===== src/design/ows_map.vh =====
// timing constants for the single-wire slot generator
`ifndef OWS_MAP_VH
`define OWS_MAP_VH
// ---------------------------------------------------------------
// clock
// ---------------------------------------------------------------
`define OWS_CLK_MHZ        125
// ---------------------------------------------------------------
// times in microseconds, normal speed
// ---------------------------------------------------------------
`define OWS_T_STAGGER_US   2
`define OWS_T_SLOT_US      60
`define OWS_T_RST_LOW_US   480
`define OWS_T_RST_BUSY_US  960
`define OWS_T_ALARM_US     3840
`define OWS_T_BIT_LOW_US   1
`define OWS_T_W0_LOW_US    60
`define OWS_T_SAMPLE_US    15
// ---------------------------------------------------------------
// overdrive times (values chosen, scaled about by ten)
// ---------------------------------------------------------------
`define OWS_T_OD_SLOT_US   6
`define OWS_T_OD_RST_US    48
`define OWS_T_OD_BUSY_US   96
`define OWS_T_OD_W0_US     6
`define OWS_T_OD_SMP_US    2
`endif


===== src/design/ows_slot_gen.v =====
// single-wire bus master slot timing generator, device side
`timescale 1ns/1ps
`include "ows_map.vh"
module ows_slot_gen #(
  parameter integer T_RST_BUSY = `OWS_T_RST_BUSY_US * `OWS_CLK_MHZ, // reset busy cycles
  parameter integer T_ALARM    = `OWS_T_ALARM_US * `OWS_CLK_MHZ     // alarm wait cycles
) (
  input  wire clk,                   // system clock, 125 MHz
  input  wire arst_n,                // async reset, active low
  input  wire enable_in_n,           // slot frame from host, active low
  input  wire slot_type_and_query,   // slot type, later result query
  input  wire bus_clear_request_n,   // low requests a bus reset, or with select low an overdrive toggle
  input  wire pass_in1,              // downstream input 1
  input  wire pass_in2,              // downstream input 2
  input  wire line_in,               // single-wire line level
  output reg  line_out,              // line output value (always 0)
  output reg  line_oe_n,             // line drive enable, low drives
  output reg  out1_busy1_n,          // output 1 / busy 1
  output reg  out2_busy2_n,          // output 2 / busy 2
  output reg  enable_out_n_out,      // enable out value (always 0)
  output reg  enable_out_n_oe_n,     // enable out drive, low pulls low
  output reg  fast_timing_flag       // overdrive state
);
  // ---------------------------------------------------------------
  // derived cycle counts
  // ---------------------------------------------------------------
  localparam integer C_STAG  = `OWS_T_STAGGER_US * `OWS_CLK_MHZ;
  localparam integer C_SLOT  = `OWS_T_SLOT_US * `OWS_CLK_MHZ;
  localparam integer C_RLOW  = `OWS_T_RST_LOW_US * `OWS_CLK_MHZ;
  localparam integer C_B1    = `OWS_T_BIT_LOW_US * `OWS_CLK_MHZ;
  localparam integer C_W0    = `OWS_T_W0_LOW_US * `OWS_CLK_MHZ;
  localparam integer C_SMP   = `OWS_T_SAMPLE_US * `OWS_CLK_MHZ;
  localparam integer C_OSLOT = `OWS_T_OD_SLOT_US * `OWS_CLK_MHZ;
  localparam integer C_ORST  = `OWS_T_OD_RST_US * `OWS_CLK_MHZ;
  localparam integer C_OBUSY = `OWS_T_OD_BUSY_US * `OWS_CLK_MHZ;
  localparam integer C_OW0   = `OWS_T_OD_W0_US * `OWS_CLK_MHZ;
  localparam integer C_OSMP  = `OWS_T_OD_SMP_US * `OWS_CLK_MHZ;
  localparam integer TW      = 20;   // timer width, fits 3840us
  // ---------------------------------------------------------------
  // one-hot states
  // ---------------------------------------------------------------
  localparam [7:0] S_IDLE  = 8'h01;  // enable high, pass through
  localparam [7:0] S_BLOW  = 8'h02;  // bit slot, line driven low
  localparam [7:0] S_BREC  = 8'h04;  // bit slot, released, sampling
  localparam [7:0] S_RLOW  = 8'h08;  // reset low pulse
  localparam [7:0] S_ALRM  = 8'h10;  // waiting for a stuck line
  localparam [7:0] S_PRES  = 8'h20;  // presence watch, busy hold
  localparam [7:0] S_DONE  = 8'h40;  // slot over, result on query
  localparam [7:0] S_TOGL  = 8'h80;  // overdrive toggled, frame open
  // ---------------------------------------------------------------
  // input synchronisers; first stage read only by the second
  // ---------------------------------------------------------------
  reg [5:0] sync1;                   // first stage
  reg [5:0] sync2;                   // second stage, used by logic
  always @(posedge clk or negedge arst_n) begin
    if (!arst_n) begin
      sync1 <= 6'h3f;
      sync2 <= 6'h3f;
    end else begin
      sync1 <= {enable_in_n, slot_type_and_query, bus_clear_request_n,
                pass_in1, pass_in2, line_in};
      sync2 <= sync1;
    end
  end
  wire en_n  = sync2[5];             // synchronised enable
  wire query = sync2[4];             // synchronised select/query
  wire req_n = sync2[3];             // synchronised reset request
  wire pin1  = sync2[2];             // synchronised pass input 1
  wire pin2  = sync2[1];             // synchronised pass input 2
  wire line  = sync2[0];             // synchronised line level
  reg  en_d;                         // enable, one cycle late
  wire en_fall = en_d & ~en_n;       // frame start
  // ---------------------------------------------------------------
  // state and slot registers
  // ---------------------------------------------------------------
  reg  [7:0]    state;               // current state
  reg  [7:0]    next_state;          // next state
  reg           lat_query;           // latched select
  reg           lat_req_n;           // latched reset request
  reg           result;              // sampled slot result
  reg           seen_rise;           // line rose after reset low
  reg           ds_busy;             // downstream busy seen in reset
  reg           is_last;             // this device is last on port
  reg  [TW-1:0] slot_cnt;            // cycles since slot start
  reg           stag;                // 2us stagger elapsed
  reg           load;                // timer load strobe
  reg  [TW-1:0] load_val;            // timer load value
  wire          t_done;              // timer elapsed
  wire          od = fast_timing_flag;
  // separate speed tables, picked by the flag
  wire [TW-1:0] c_slot = od ? C_OSLOT[TW-1:0] : C_SLOT[TW-1:0];
  wire [TW-1:0] c_rlow = od ? C_ORST[TW-1:0]  : C_RLOW[TW-1:0];
  wire [TW-1:0] c_busy = od ? C_OBUSY[TW-1:0] : T_RST_BUSY[TW-1:0];
  wire [TW-1:0] c_w0   = od ? C_OW0[TW-1:0]   : C_W0[TW-1:0];
  wire [TW-1:0] c_smp  = od ? C_OSMP[TW-1:0]  : C_SMP[TW-1:0];
  ows_timer #(.W(TW)) u_timer (
    .clk    (clk),
    .arst_n (arst_n),
    .load   (load),
    .value  (load_val),
    .done   (t_done)
  );
  // ---------------------------------------------------------------
  // next-state logic and timer loads
  // ---------------------------------------------------------------
  always @* begin
    next_state = state;
    load       = 1'b0;
    load_val   = {TW{1'b0}};
    case (state)
      S_IDLE: begin
        if (en_fall) begin
          if (!query && !req_n) begin
            next_state = S_TOGL;
          end else if (!req_n) begin
            next_state = S_RLOW;
            load       = 1'b1;
            load_val   = c_rlow;
          end else begin
            next_state = S_BLOW;
            load       = 1'b1;
            load_val   = query ? C_B1[TW-1:0] : c_w0;
          end
        end
      end
      S_BLOW: begin
        if (t_done) begin
          next_state = S_BREC;
        end
      end
      S_BREC: begin
        // busy released only once the full slot has run
        if (slot_cnt >= c_slot && line) begin
          next_state = S_DONE;
        end
      end
      S_RLOW: begin
        if (t_done) begin
          next_state = S_ALRM;
          load       = 1'b1;
          load_val   = T_ALARM[TW-1:0];
        end
      end
      S_ALRM: begin
        if (line) begin
          next_state = S_PRES;
        end else if (t_done) begin
          next_state = S_DONE;
        end
      end
      S_PRES: begin
        if (slot_cnt >= c_busy && line) begin
          next_state = S_DONE;
        end
      end
      S_DONE: begin
        if (en_n) begin
          next_state = S_IDLE;
        end
      end
      S_TOGL: begin
        if (en_n) begin
          next_state = S_IDLE;
        end
      end
      default: begin
        next_state = S_IDLE;
      end
    endcase
    if (en_n && state != S_IDLE && state != S_DONE && state != S_TOGL &&
        state != S_RLOW && state != S_ALRM && state != S_PRES &&
        state != S_BLOW && state != S_BREC) begin
      next_state = S_IDLE;
    end
  end
  // ---------------------------------------------------------------
  // sequential slot bookkeeping
  // ---------------------------------------------------------------
  always @(posedge clk or negedge arst_n) begin
    if (!arst_n) begin
      state            <= S_IDLE;
      en_d             <= 1'b1;
      lat_query        <= 1'b1;
      lat_req_n        <= 1'b1;
      result           <= 1'b1;
      seen_rise        <= 1'b0;
      ds_busy          <= 1'b0;
      is_last          <= 1'b0;
      slot_cnt         <= {TW{1'b0}};
      stag             <= 1'b0;
      fast_timing_flag <= 1'b0;
    end else begin
      state <= next_state;
      en_d  <= en_n;
      if (en_fall && state == S_IDLE) begin
        lat_query <= query;
        lat_req_n <= req_n;
        slot_cnt  <= {TW{1'b0}};
        stag      <= 1'b0;
        result    <= 1'b1;
        seen_rise <= 1'b0;
        ds_busy   <= 1'b0;
        if (!query && !req_n) begin
          fast_timing_flag <= ~fast_timing_flag;
        end
      end else if (slot_cnt != {TW{1'b1}}) begin
        slot_cnt <= slot_cnt + 1'b1;
      end
      // the count is stale at a slot start; it must not re-arm the
      // stagger in the same cycle that clears it
      if (slot_cnt >= C_STAG[TW-1:0] && !(en_fall && state == S_IDLE)) begin
        stag <= 1'b1;
      end
      // bit slot result taken at the sample instant; a write zero is
      // still in its low phase then, so both phases must be covered
      if ((state == S_BLOW || state == S_BREC) && slot_cnt == c_smp) begin
        result <= line;
      end
      // presence: any low after the line first rose
      if (state == S_PRES) begin
        seen_rise <= 1'b1;
        if (!line && seen_rise) begin
          result <= 1'b0;
        end
      end
      // downstream busy during reset marks a cascade behind us
      if ((state == S_RLOW) && (!pin1 || !pin2)) begin
        ds_busy <= 1'b1;
      end
      if (state == S_PRES && next_state == S_DONE) begin
        is_last <= ~ds_busy;
      end
    end
  end
  // ---------------------------------------------------------------
  // output drivers, all registered
  // ---------------------------------------------------------------
  wire busy_st = (state == S_BLOW) | (state == S_BREC) | (state == S_RLOW) |
                 (state == S_ALRM) | (state == S_PRES);
  wire in1 = is_last ? 1'b1 : pin1;  // ignored inputs read high
  wire in2 = is_last ? 1'b1 : pin2;
  always @(posedge clk or negedge arst_n) begin
    if (!arst_n) begin
      out1_busy1_n      <= 1'b1;
      out2_busy2_n      <= 1'b1;
      line_out          <= 1'b0;
      line_oe_n         <= 1'b1;
      enable_out_n_out  <= 1'b0;
      enable_out_n_oe_n <= 1'b1;
    end else begin
      line_out <= 1'b0;
      // line pulled low only during the low phases, never on toggle
      line_oe_n <= ~((next_state == S_BLOW) | (next_state == S_RLOW));
      // enable passes on except while this device is marked last (is_last)
      enable_out_n_out  <= 1'b0;
      enable_out_n_oe_n <= is_last ? 1'b1 : en_n;
      if (en_n) begin
        out1_busy1_n <= pin1;
        out2_busy2_n <= pin2;
      end else if (state == S_IDLE) begin
        // frame open but slot not started yet; a last device must not
        // let its pass inputs through here either
        out1_busy1_n <= in1;
        out2_busy2_n <= in2;
      end else if (busy_st) begin
        out1_busy1_n <= 1'b0;
        out2_busy2_n <= (!lat_req_n && !stag) ? 1'b1 : 1'b0;
      end else if (state == S_TOGL) begin
        out1_busy1_n <= od ? in1 : 1'b0;
        out2_busy2_n <= od ? in2 : 1'b0;
      end else if (!query && !result) begin
        out1_busy1_n <= 1'b0;
        out2_busy2_n <= 1'b0;
      end else begin
        out1_busy1_n <= in1;
        out2_busy2_n <= in2;
      end
    end
  end
endmodule // ows_slot_gen


===== src/design/ows_timer.v =====
// down-counting interval timer with a done flag
`timescale 1ns/1ps
module ows_timer #(
  parameter W = 20                   // counter width
) (
  input  wire         clk,           // system clock
  input  wire         arst_n,        // async reset, active low
  input  wire         load,          // load a new interval
  input  wire [W-1:0] value,         // interval in cycles
  output reg          done           // high once the interval elapsed
);
  reg [W-1:0] count;                 // cycles remaining
  // ---------------------------------------------------------------
  // count down; done rises when zero is reached
  // ---------------------------------------------------------------
  always @(posedge clk or negedge arst_n) begin
    if (!arst_n) begin
      count <= {W{1'b0}};
      done  <= 1'b1;
    end else if (load) begin
      count <= value;
      done  <= 1'b0;
    end else if (count != {W{1'b0}}) begin
      count <= count - 1'b1;
      done  <= (count == {{(W-1){1'b0}}, 1'b1});
    end
  end
endmodule // ows_timer


===== config.mk =====
export PLATFORM = sky130hd
export DESIGN_NAME = ows_slot_gen
export DESIGN_NICKNAME = d
export VERILOG_FILES = /design/src/design/ows_slot_gen.v /design/src/design/ows_timer.v
export VERILOG_INCLUDE_DIRS = /design/src /design/src/design
export SDC_FILE = /design/constraint.sdc
export NUM_CORES = 1
export LEC_CHECK = 0
export ABC_AREA = 1
export BUFFER_PORTS_ARGS = -buffer_cell sky130_fd_sc_hd__buf_2
export CELL_PAD_IN_SITES_DETAIL_PLACEMENT = 1
export CELL_PAD_IN_SITES_GLOBAL_PLACEMENT = 1
export CORE_MARGIN = 4
export CORE_UTILIZATION = 47
export DETAILED_ROUTE_END_ITERATION = 10
export PLACE_DENSITY = 0.78
export SKIP_LAST_GASP = 1
export SYNTH_ARGS = -nofsm -noshare
export SYNTH_HDL_FRONTEND = slang
export SYNTH_SLANG_ARGS = --single-unit

===== constraint.sdc =====
create_clock -name clk -period 2.45 [get_ports clk]
set_input_delay 0.1225 -clock clk [delete_from_list [all_inputs] [get_ports clk]]
set_output_delay 0.1225 -clock clk [all_outputs]
set_load 0.1 [all_outputs]

==> results of run 1 <==
## through the flow
step | hold WS [ps] | instance area (sq um) | total power, mW | std cells
2_1_floorplan | -173 | 4470 | 2.87 | 569
3_3_place_gp | 228 | 4650 | 3.26 | 704
3_5_place_dp | 229 | 4650 | 3.35 | 704
4_1_cts | 356 | 4960 | 4.52 | 727
5_1_grt | 354 | 4960 | 4.80 | 727
6_report | 352 | 4960 | 4.48 | 727
## per-layer routing
metal	wire length, um	up-vias
met5	0	-
met3	298	20
met1	5450	1884
met2	5800	55
li1	-	1897
met4	243	0
## worst paths after layout
check | from | end | slack [ps] | depth (start not counted)
max | u_timer.count[0] | u_timer.count[1] | 300 | 13
min | sync1[1] | sync2[1] | 350 | 0
max reg2reg | u_timer.count[0] | u_timer.count[1] | 300 | 13
min reg2reg | sync1[1] | sync2[1] | 350 | 0
max in group asynchronous | arst_n | fast_timing_flag | 1350 | 2
min in group asynchronous | arst_n | state[5] | 450 | 2
## cell usage after synthesis (3+ instances only)
| library cell | n |
|---|---|
| nand3_1 | 36 |
| nor2_1 | 71 |
| o21ai_0 | 31 |
| inv_2 | 5 |
| dfrtp_1 | 52 |
| nand4_1 | 9 |
| nor2_2 | 4 |
| a21oi_1 | 34 |
| nor4_1 | 8 |
| xnor2_1 | 8 |
| o21ai_1 | 4 |
| nor3_1 | 16 |
| nand2_4 | 4 |
| buf_2 | 4 |
| nand3_2 | 3 |
| buf_4 | 4 |
| xor2_1 | 16 |
| nor2_4 | 3 |
| nand2_1 | 106 |
| a31oi_1 | 5 |
| nand2_2 | 6 |
| dfstp_2 | 21 |
| nor3_2 | 4 |
| ha_1 | 17 |
| inv_1 | 73 |
## report_power, final
group / switching, mW / leakage (nW) / total (mW) / internal [mW]
Clock: 0.464 / 0.118 / 1.14 / 0.678
Combinational: 1.13 / 1.41 / 1.66 / 0.531
Sequential: 0.219 / 0.910 / 1.68 / 1.46
## kinds of logic (layout without fill, tap and decap cells)
family	Yosys count	after routing	share of synthesized area [%]
simple gates	280	280	30.6
buf+inv	90	119	8.36
compound gates	83	83	9.96
flops	73	73	41.5
xor+xnor	24	24	4.71
fa+ha+maj	17	17	4.77
other cells	1	2	0.0841
## area by class of cell
type	count	area, sq um
Multi-Input combinational cell	406	2240
Sequential cell	73	1850
Clock buffer	11	131
Inverter	78	293
Timing Repair Buffer	25	178
Tap cell	129	161
Clock inverter	5	104
Fill cell	1174	4280
## layout by cell type, fill, tap and decap left out, drive strengths merged, types with 2 or more instances in the layout
cell | netlist | final
o22ai | 2 | 2
bufinv | 0 | 3
nand3 | 39 | 39
conb | 1 | 2
dfstp | 21 | 21
nand4 | 10 | 10
buf | 10 | 18
a21oi | 34 | 34
o21ai | 35 | 35
clkinv | 0 | 2
xor2 | 16 | 16
nor2 | 80 | 80
dfrtp | 52 | 52
clkbuf | 2 | 11
inv | 78 | 78
or2 | 3 | 3
nand2 | 116 | 116
ha | 17 | 17
dlygate4sd3 | 0 | 7
nor4 | 10 | 10
a31oi | 5 | 5
nor3 | 21 | 21
xnor2 | 8 | 8
## worst max-delay path: stages, from the launching register on
cell and delay [ps]:
dfrtp_1 410, inv_1 140, ha_1 180, inv_1 50, nor2_2 110, nand2_1 120
nor2_4 160, nand2_4 100, nor2_8 110, nand2_2 90, nor3_2 150, buf_4 200
nor2_1 80, a22oi_1 160
## flip-flops by register name, indices dropped and copies added (netlist names), 6 cells and up
signal / flops
sync1: 6
slot_cnt: 20
sync2: 6
u_timer.count: 20
state: 8
## repair_timing
action,4_1_cts,5_1_grt
hold buffers,7,0
endpoints found under the setup margin,0,0
hold endpoints to repair,58,0
==> flow_summary.yaml, run 1 <==
clock_tree:
  clock_latency_ps: 350
  cts_setup_buffers: 0
  path_clk_slew_ps: 80
  htreeDepth: 3
  clkSinkCount: 73
  cts_buffers: 9
  cts_buffer_depth: 2
  ctsResizeCount: 0
  cts_root_buffer: "clkbuf_8"
  cts_tree: "built"
final_layout:
  fin_nets: 618
  fin_util_pct: 53.7
  drive_gt1_share_pct: 15.4
  syn_to_final_growth_pct: 11.2
  antenna_cells: 0
synthesis:
  ys_warn_count: 0
  syn_area_per_cell_sq_um: 7.85
  yosysTopAreaCell: "dfrtp_1"
  yosys.area.top_type_share_pct: 29.2
  ys_top_cells_by_area: "dfrtp_1 29%, dfstp_2 12%, nand2_1 8.9%"
  syn_area_sq_um: 4460
  syn_inst: 568
  synth-seq-cells: 73
  async_flop_share_pct: 100
  ys_seq_area_share_pct: 41.5
  synth_cell_types: 43
  ys.flop_type: "dfrtp_1"
  synth_edf_count: 0
floorplan:
  rows: 35
  die-area_sq_um: 11100
  core_sq_um: 9240
  io_pins: 15
  initial_core_util_pct: 48.3
  die_w_um: 105
  die_h_um: 105
worst_setup_path:
  start_kind: "flop"
  critPathCaptureType: "flop"
  cp.arrival_ps: 2410
  required_ps: 2710
  crit_type: "reg2reg"
  critical_path.max_fanout: 11
global_routing:
  gr-usage-met3_pct: 3.49
  grt_max_degree: 74
  grt_overflow: 0
  grt_use_met2_pct: 38.8
  grt_pass1_wl_mm: 20.3
  globalRouteTotalUtil_pct: 23.0
  use_met1_pct: 29.7
  grt_busiest_layer: "met2"
  antenna_found_initial: 0
  grt_pass1_vias: 4094
sta:
  final.setup.tns_ps: 0
  slew_headroom_pct: 38.7
  rsz0062_at_grt: "false"
  layout_setup_ws_ps: 297
  fmax_mhz: 464
  min_period_ps: 2150
  drv_slew: 0
  tightestPinTransition_ps: 919
  fin_crit_sh_pct: 87.9
  final-setup-viol-count: 0
  hold_violations: 0
  fin_worst_skew_ps: 11.0
route:
  routed_wl_mm: 11.8
  drc: 0
  drt_iter0_markers: 176
  first_pass_iters: 4
  vias: 3856
  wl_per_cell_um: 16.2
  ant_nets: 0
  avgViaCountPerCell: 5.30
placement:
  dpl.hpwl_mm: 8.98
  preCtsSetupSlack_ps: 307
  gp_congestion: 0.826
  port_buffers: 12
pwr:
  ir_worst_vdd_v: 0.000448
  leakagePower_nw: 2.44
  power_density_nw_per_um2: 904
flow_run:
  max-cap-violations: 0
outcome:
  run_status: "finished clean"
hold_path:
  hp-class: "reg2reg"
(Power assumes the default switching activity.)
==> inputs of run 2 (changes only) <==
clock period = 2 ns   (was 2.45 ns; I/O delays follow)
==> run 2 against run 1 <==
Net effect:
- the run now ends with negative setup slack left
- largest cell class unchanged
- critical path type unchanged
- sequential power increased by 22%
- non-clock buffer count increased by 48
- wire length grew 20%
- final cell count is 6.6% higher
- die area did not move
- largest power group is now combinational logic
- critical path depth is the same
==> flow_summary.yaml, run 2 (synthesized netlist as in run 1, its figures left out) <==
sta:
  final.setup.tns_ps: -865
  layout_setup_ws_ps: -183
  fin_worst_skew_ps: 5.89
  tightestPinTransition_ps: 585
  fmax_mhz: 458
  slew_headroom_pct: 60.7
  fin_crit_sh_pct: 109
  hold_violations: 0
  rsz0062_at_grt: "true"
  min_period_ps: 2180
  drv_slew: 0
  final-setup-viol-count: 6
hold_path:
  hp-class: "in2async"
global_routing:
  antenna_found_initial: 0
  grt_pass1_wl_mm: 22.8
  grt_pass1_vias: 4668
  globalRouteTotalUtil_pct: 25.6
  grt_max_degree: 41
  grt_overflow: 0
floorplan:
  io_pins: 15
  initial_core_util_pct: 48.3
  rows: 35
  die_w_um: 105
  die_h_um: 105
  die-area_sq_um: 11100
  core_sq_um: 9240
clock_tree:
  path_clk_slew_ps: 70
  cts_root_buffer: "clkbuf_8"
  cts_buffers: 9
  htreeDepth: 3
  clkSinkCount: 73
  cts_buffer_depth: 2
  cts_tree: "built"
  clock_latency_ps: 360
final_layout:
  fin_util_pct: 60.5
  reg.largest.list: "slot_cnt (20), u_timer.count (20), state (8)"
  final_cell_mix: "93 x nand2_1, 65 x inv_1, 65 x nor2_1"
  fin_nets: 666
  antenna_cells: 0
  fin_area_sq_um: 5590
  stdcell_count: 775
  syn_to_final_growth_pct: 25.3
  final_common_cell: "nand2_1"
  drive_gt1_share_pct: 29.4
worst_setup_path:
  start_kind: "flop"
  critical_path.max_fanout: 4
  critPathCaptureType: "flop"
  ff2ff_path_depth: 13
  required_ps: 2310
  crit_type: "reg2reg"
  cp.arrival_ps: 2490
placement:
  preCtsSetupSlack_ps: -195
  dp.cells: 744
  dpl.hpwl_mm: 9.85
  port_buffers: 12
  gp_congestion: 0.898
  placedInstanceArea_sq_um: 4980
route:
  drt_iter0_markers: 212
  first_pass_iters: 4
  avgViaCountPerCell: 5.53
  wl_per_cell_um: 18.2
  ant_nets: 0
  drc: 0
  routed_wl_mm: 14.1
  vias: 4289
pwr:
  leakagePower_nw: 2.70
  pwr-share-comb_pct: 46.7
  power_density_nw_per_um2: 1060
  p_switching_mw: 2.51
  clock_power_share_pct: 18.8
  p_int_mw: 3.42
  power_frac_seq_pct: 34.5
  swShare_pct: 42.3
  ir_worst_vdd_v: 0.000524
outcome:
  run_status: "finished with violations"
  violations: "negative setup slack"
flow_run:
  max-cap-violations: 0
[run 2: changes by cell type in the layout (fill, tap and decap cells not counted), moves of 4 or more]
| cell | delta |
|---|---|
| buf_4 | +41 |
| nand2_1 | -13 |
| nand2_2 | +9 |
| ha_1 | -8 |
| inv_1 | -8 |
| ha_4 | +7 |
| inv_2 | +6 |
| nor2_1 | -6 |
| nand3_1 | -5 |
| nand2_4 | +4 |
| nand3_2 | +4 |
[run 2: power by group through the flow]
stage | combinational (mW) | sequential [mW] | clock (mW)
floorplan | 1.34 | 2.18 | 0
global placement | 2.18 | 2.02 | 0
detailed placement | 2.30 | 2.04 | 0
CTS | 2.51 | 2.03 | 1.13
global route | 3.03 | 2.08 | 1.22
finish | 2.77 | 2.05 | 1.12
[run 2: stage by stage]
stage / hold slack (ps) / total power, mW
after floorplan: -196 / 3.52
after global placement: 105 / 4.20
after detailed placement: 117 / 4.35
after CTS: 274 / 5.68
after global routing: 317 / 6.33
final: 257 / 5.93
[run 2: routing by layer]
metal | routed length, um | track usage, % | vias to the layer above
li1 | - | - | 2002
met1 | 5970 | 31.4 | 2166
met2 | 7320 | 44.6 | 79
met3 | 383 | 4.78 | 42
met4 | 458 | 9.75 | 0
met5 | 0 | 0 | -
[run 2: final timing paths]
check	start	endpoint	slack [ps]
max	fast_timing_flag	line_oe_n	-180
min in group clk	sync1[0]	sync2[0]	360
min	arst_n	is_last	260
max reg2reg	fast_timing_flag	line_oe_n	-180
max in group asynchronous	arst_n	sync1[3]	1110
min reg2reg	sync1[0]	sync2[0]	360
[run 2: timing repair]
action | CTS | global route
hold buffers | 7 | 0
gates resized for setup | 24 | 44
setup buffers | 4 | 4
endpoints found under the hold margin | 35 | 0
pin swaps | 3 | 19
cloned | 0 | 0
setup endpoints to repair | 18 | 38
[run 2: final cells by class]
cell class,count,area (sq um)
fillers,1135,3650
multi-input cells,406,2490
flip-flops and latches,73,1860
repair buffers,73,594
inverters,78,299
well taps,129,161
clock buffers,12,135
clock inverters,4,45.0
[run 2: critical path, stage by stage, from the launching register on]
cell,delay (ps)
dfrtp_4,450
clkinvlp_4,170
buf_6,180
ha_4,280
nand4_1,130
nor2_1,190
nand3_1,120
nand3_2,110
nand2_2,100
nand2_4,100
nand3_2,80
nand2_2,100
nand2_2,70
inv_2,40
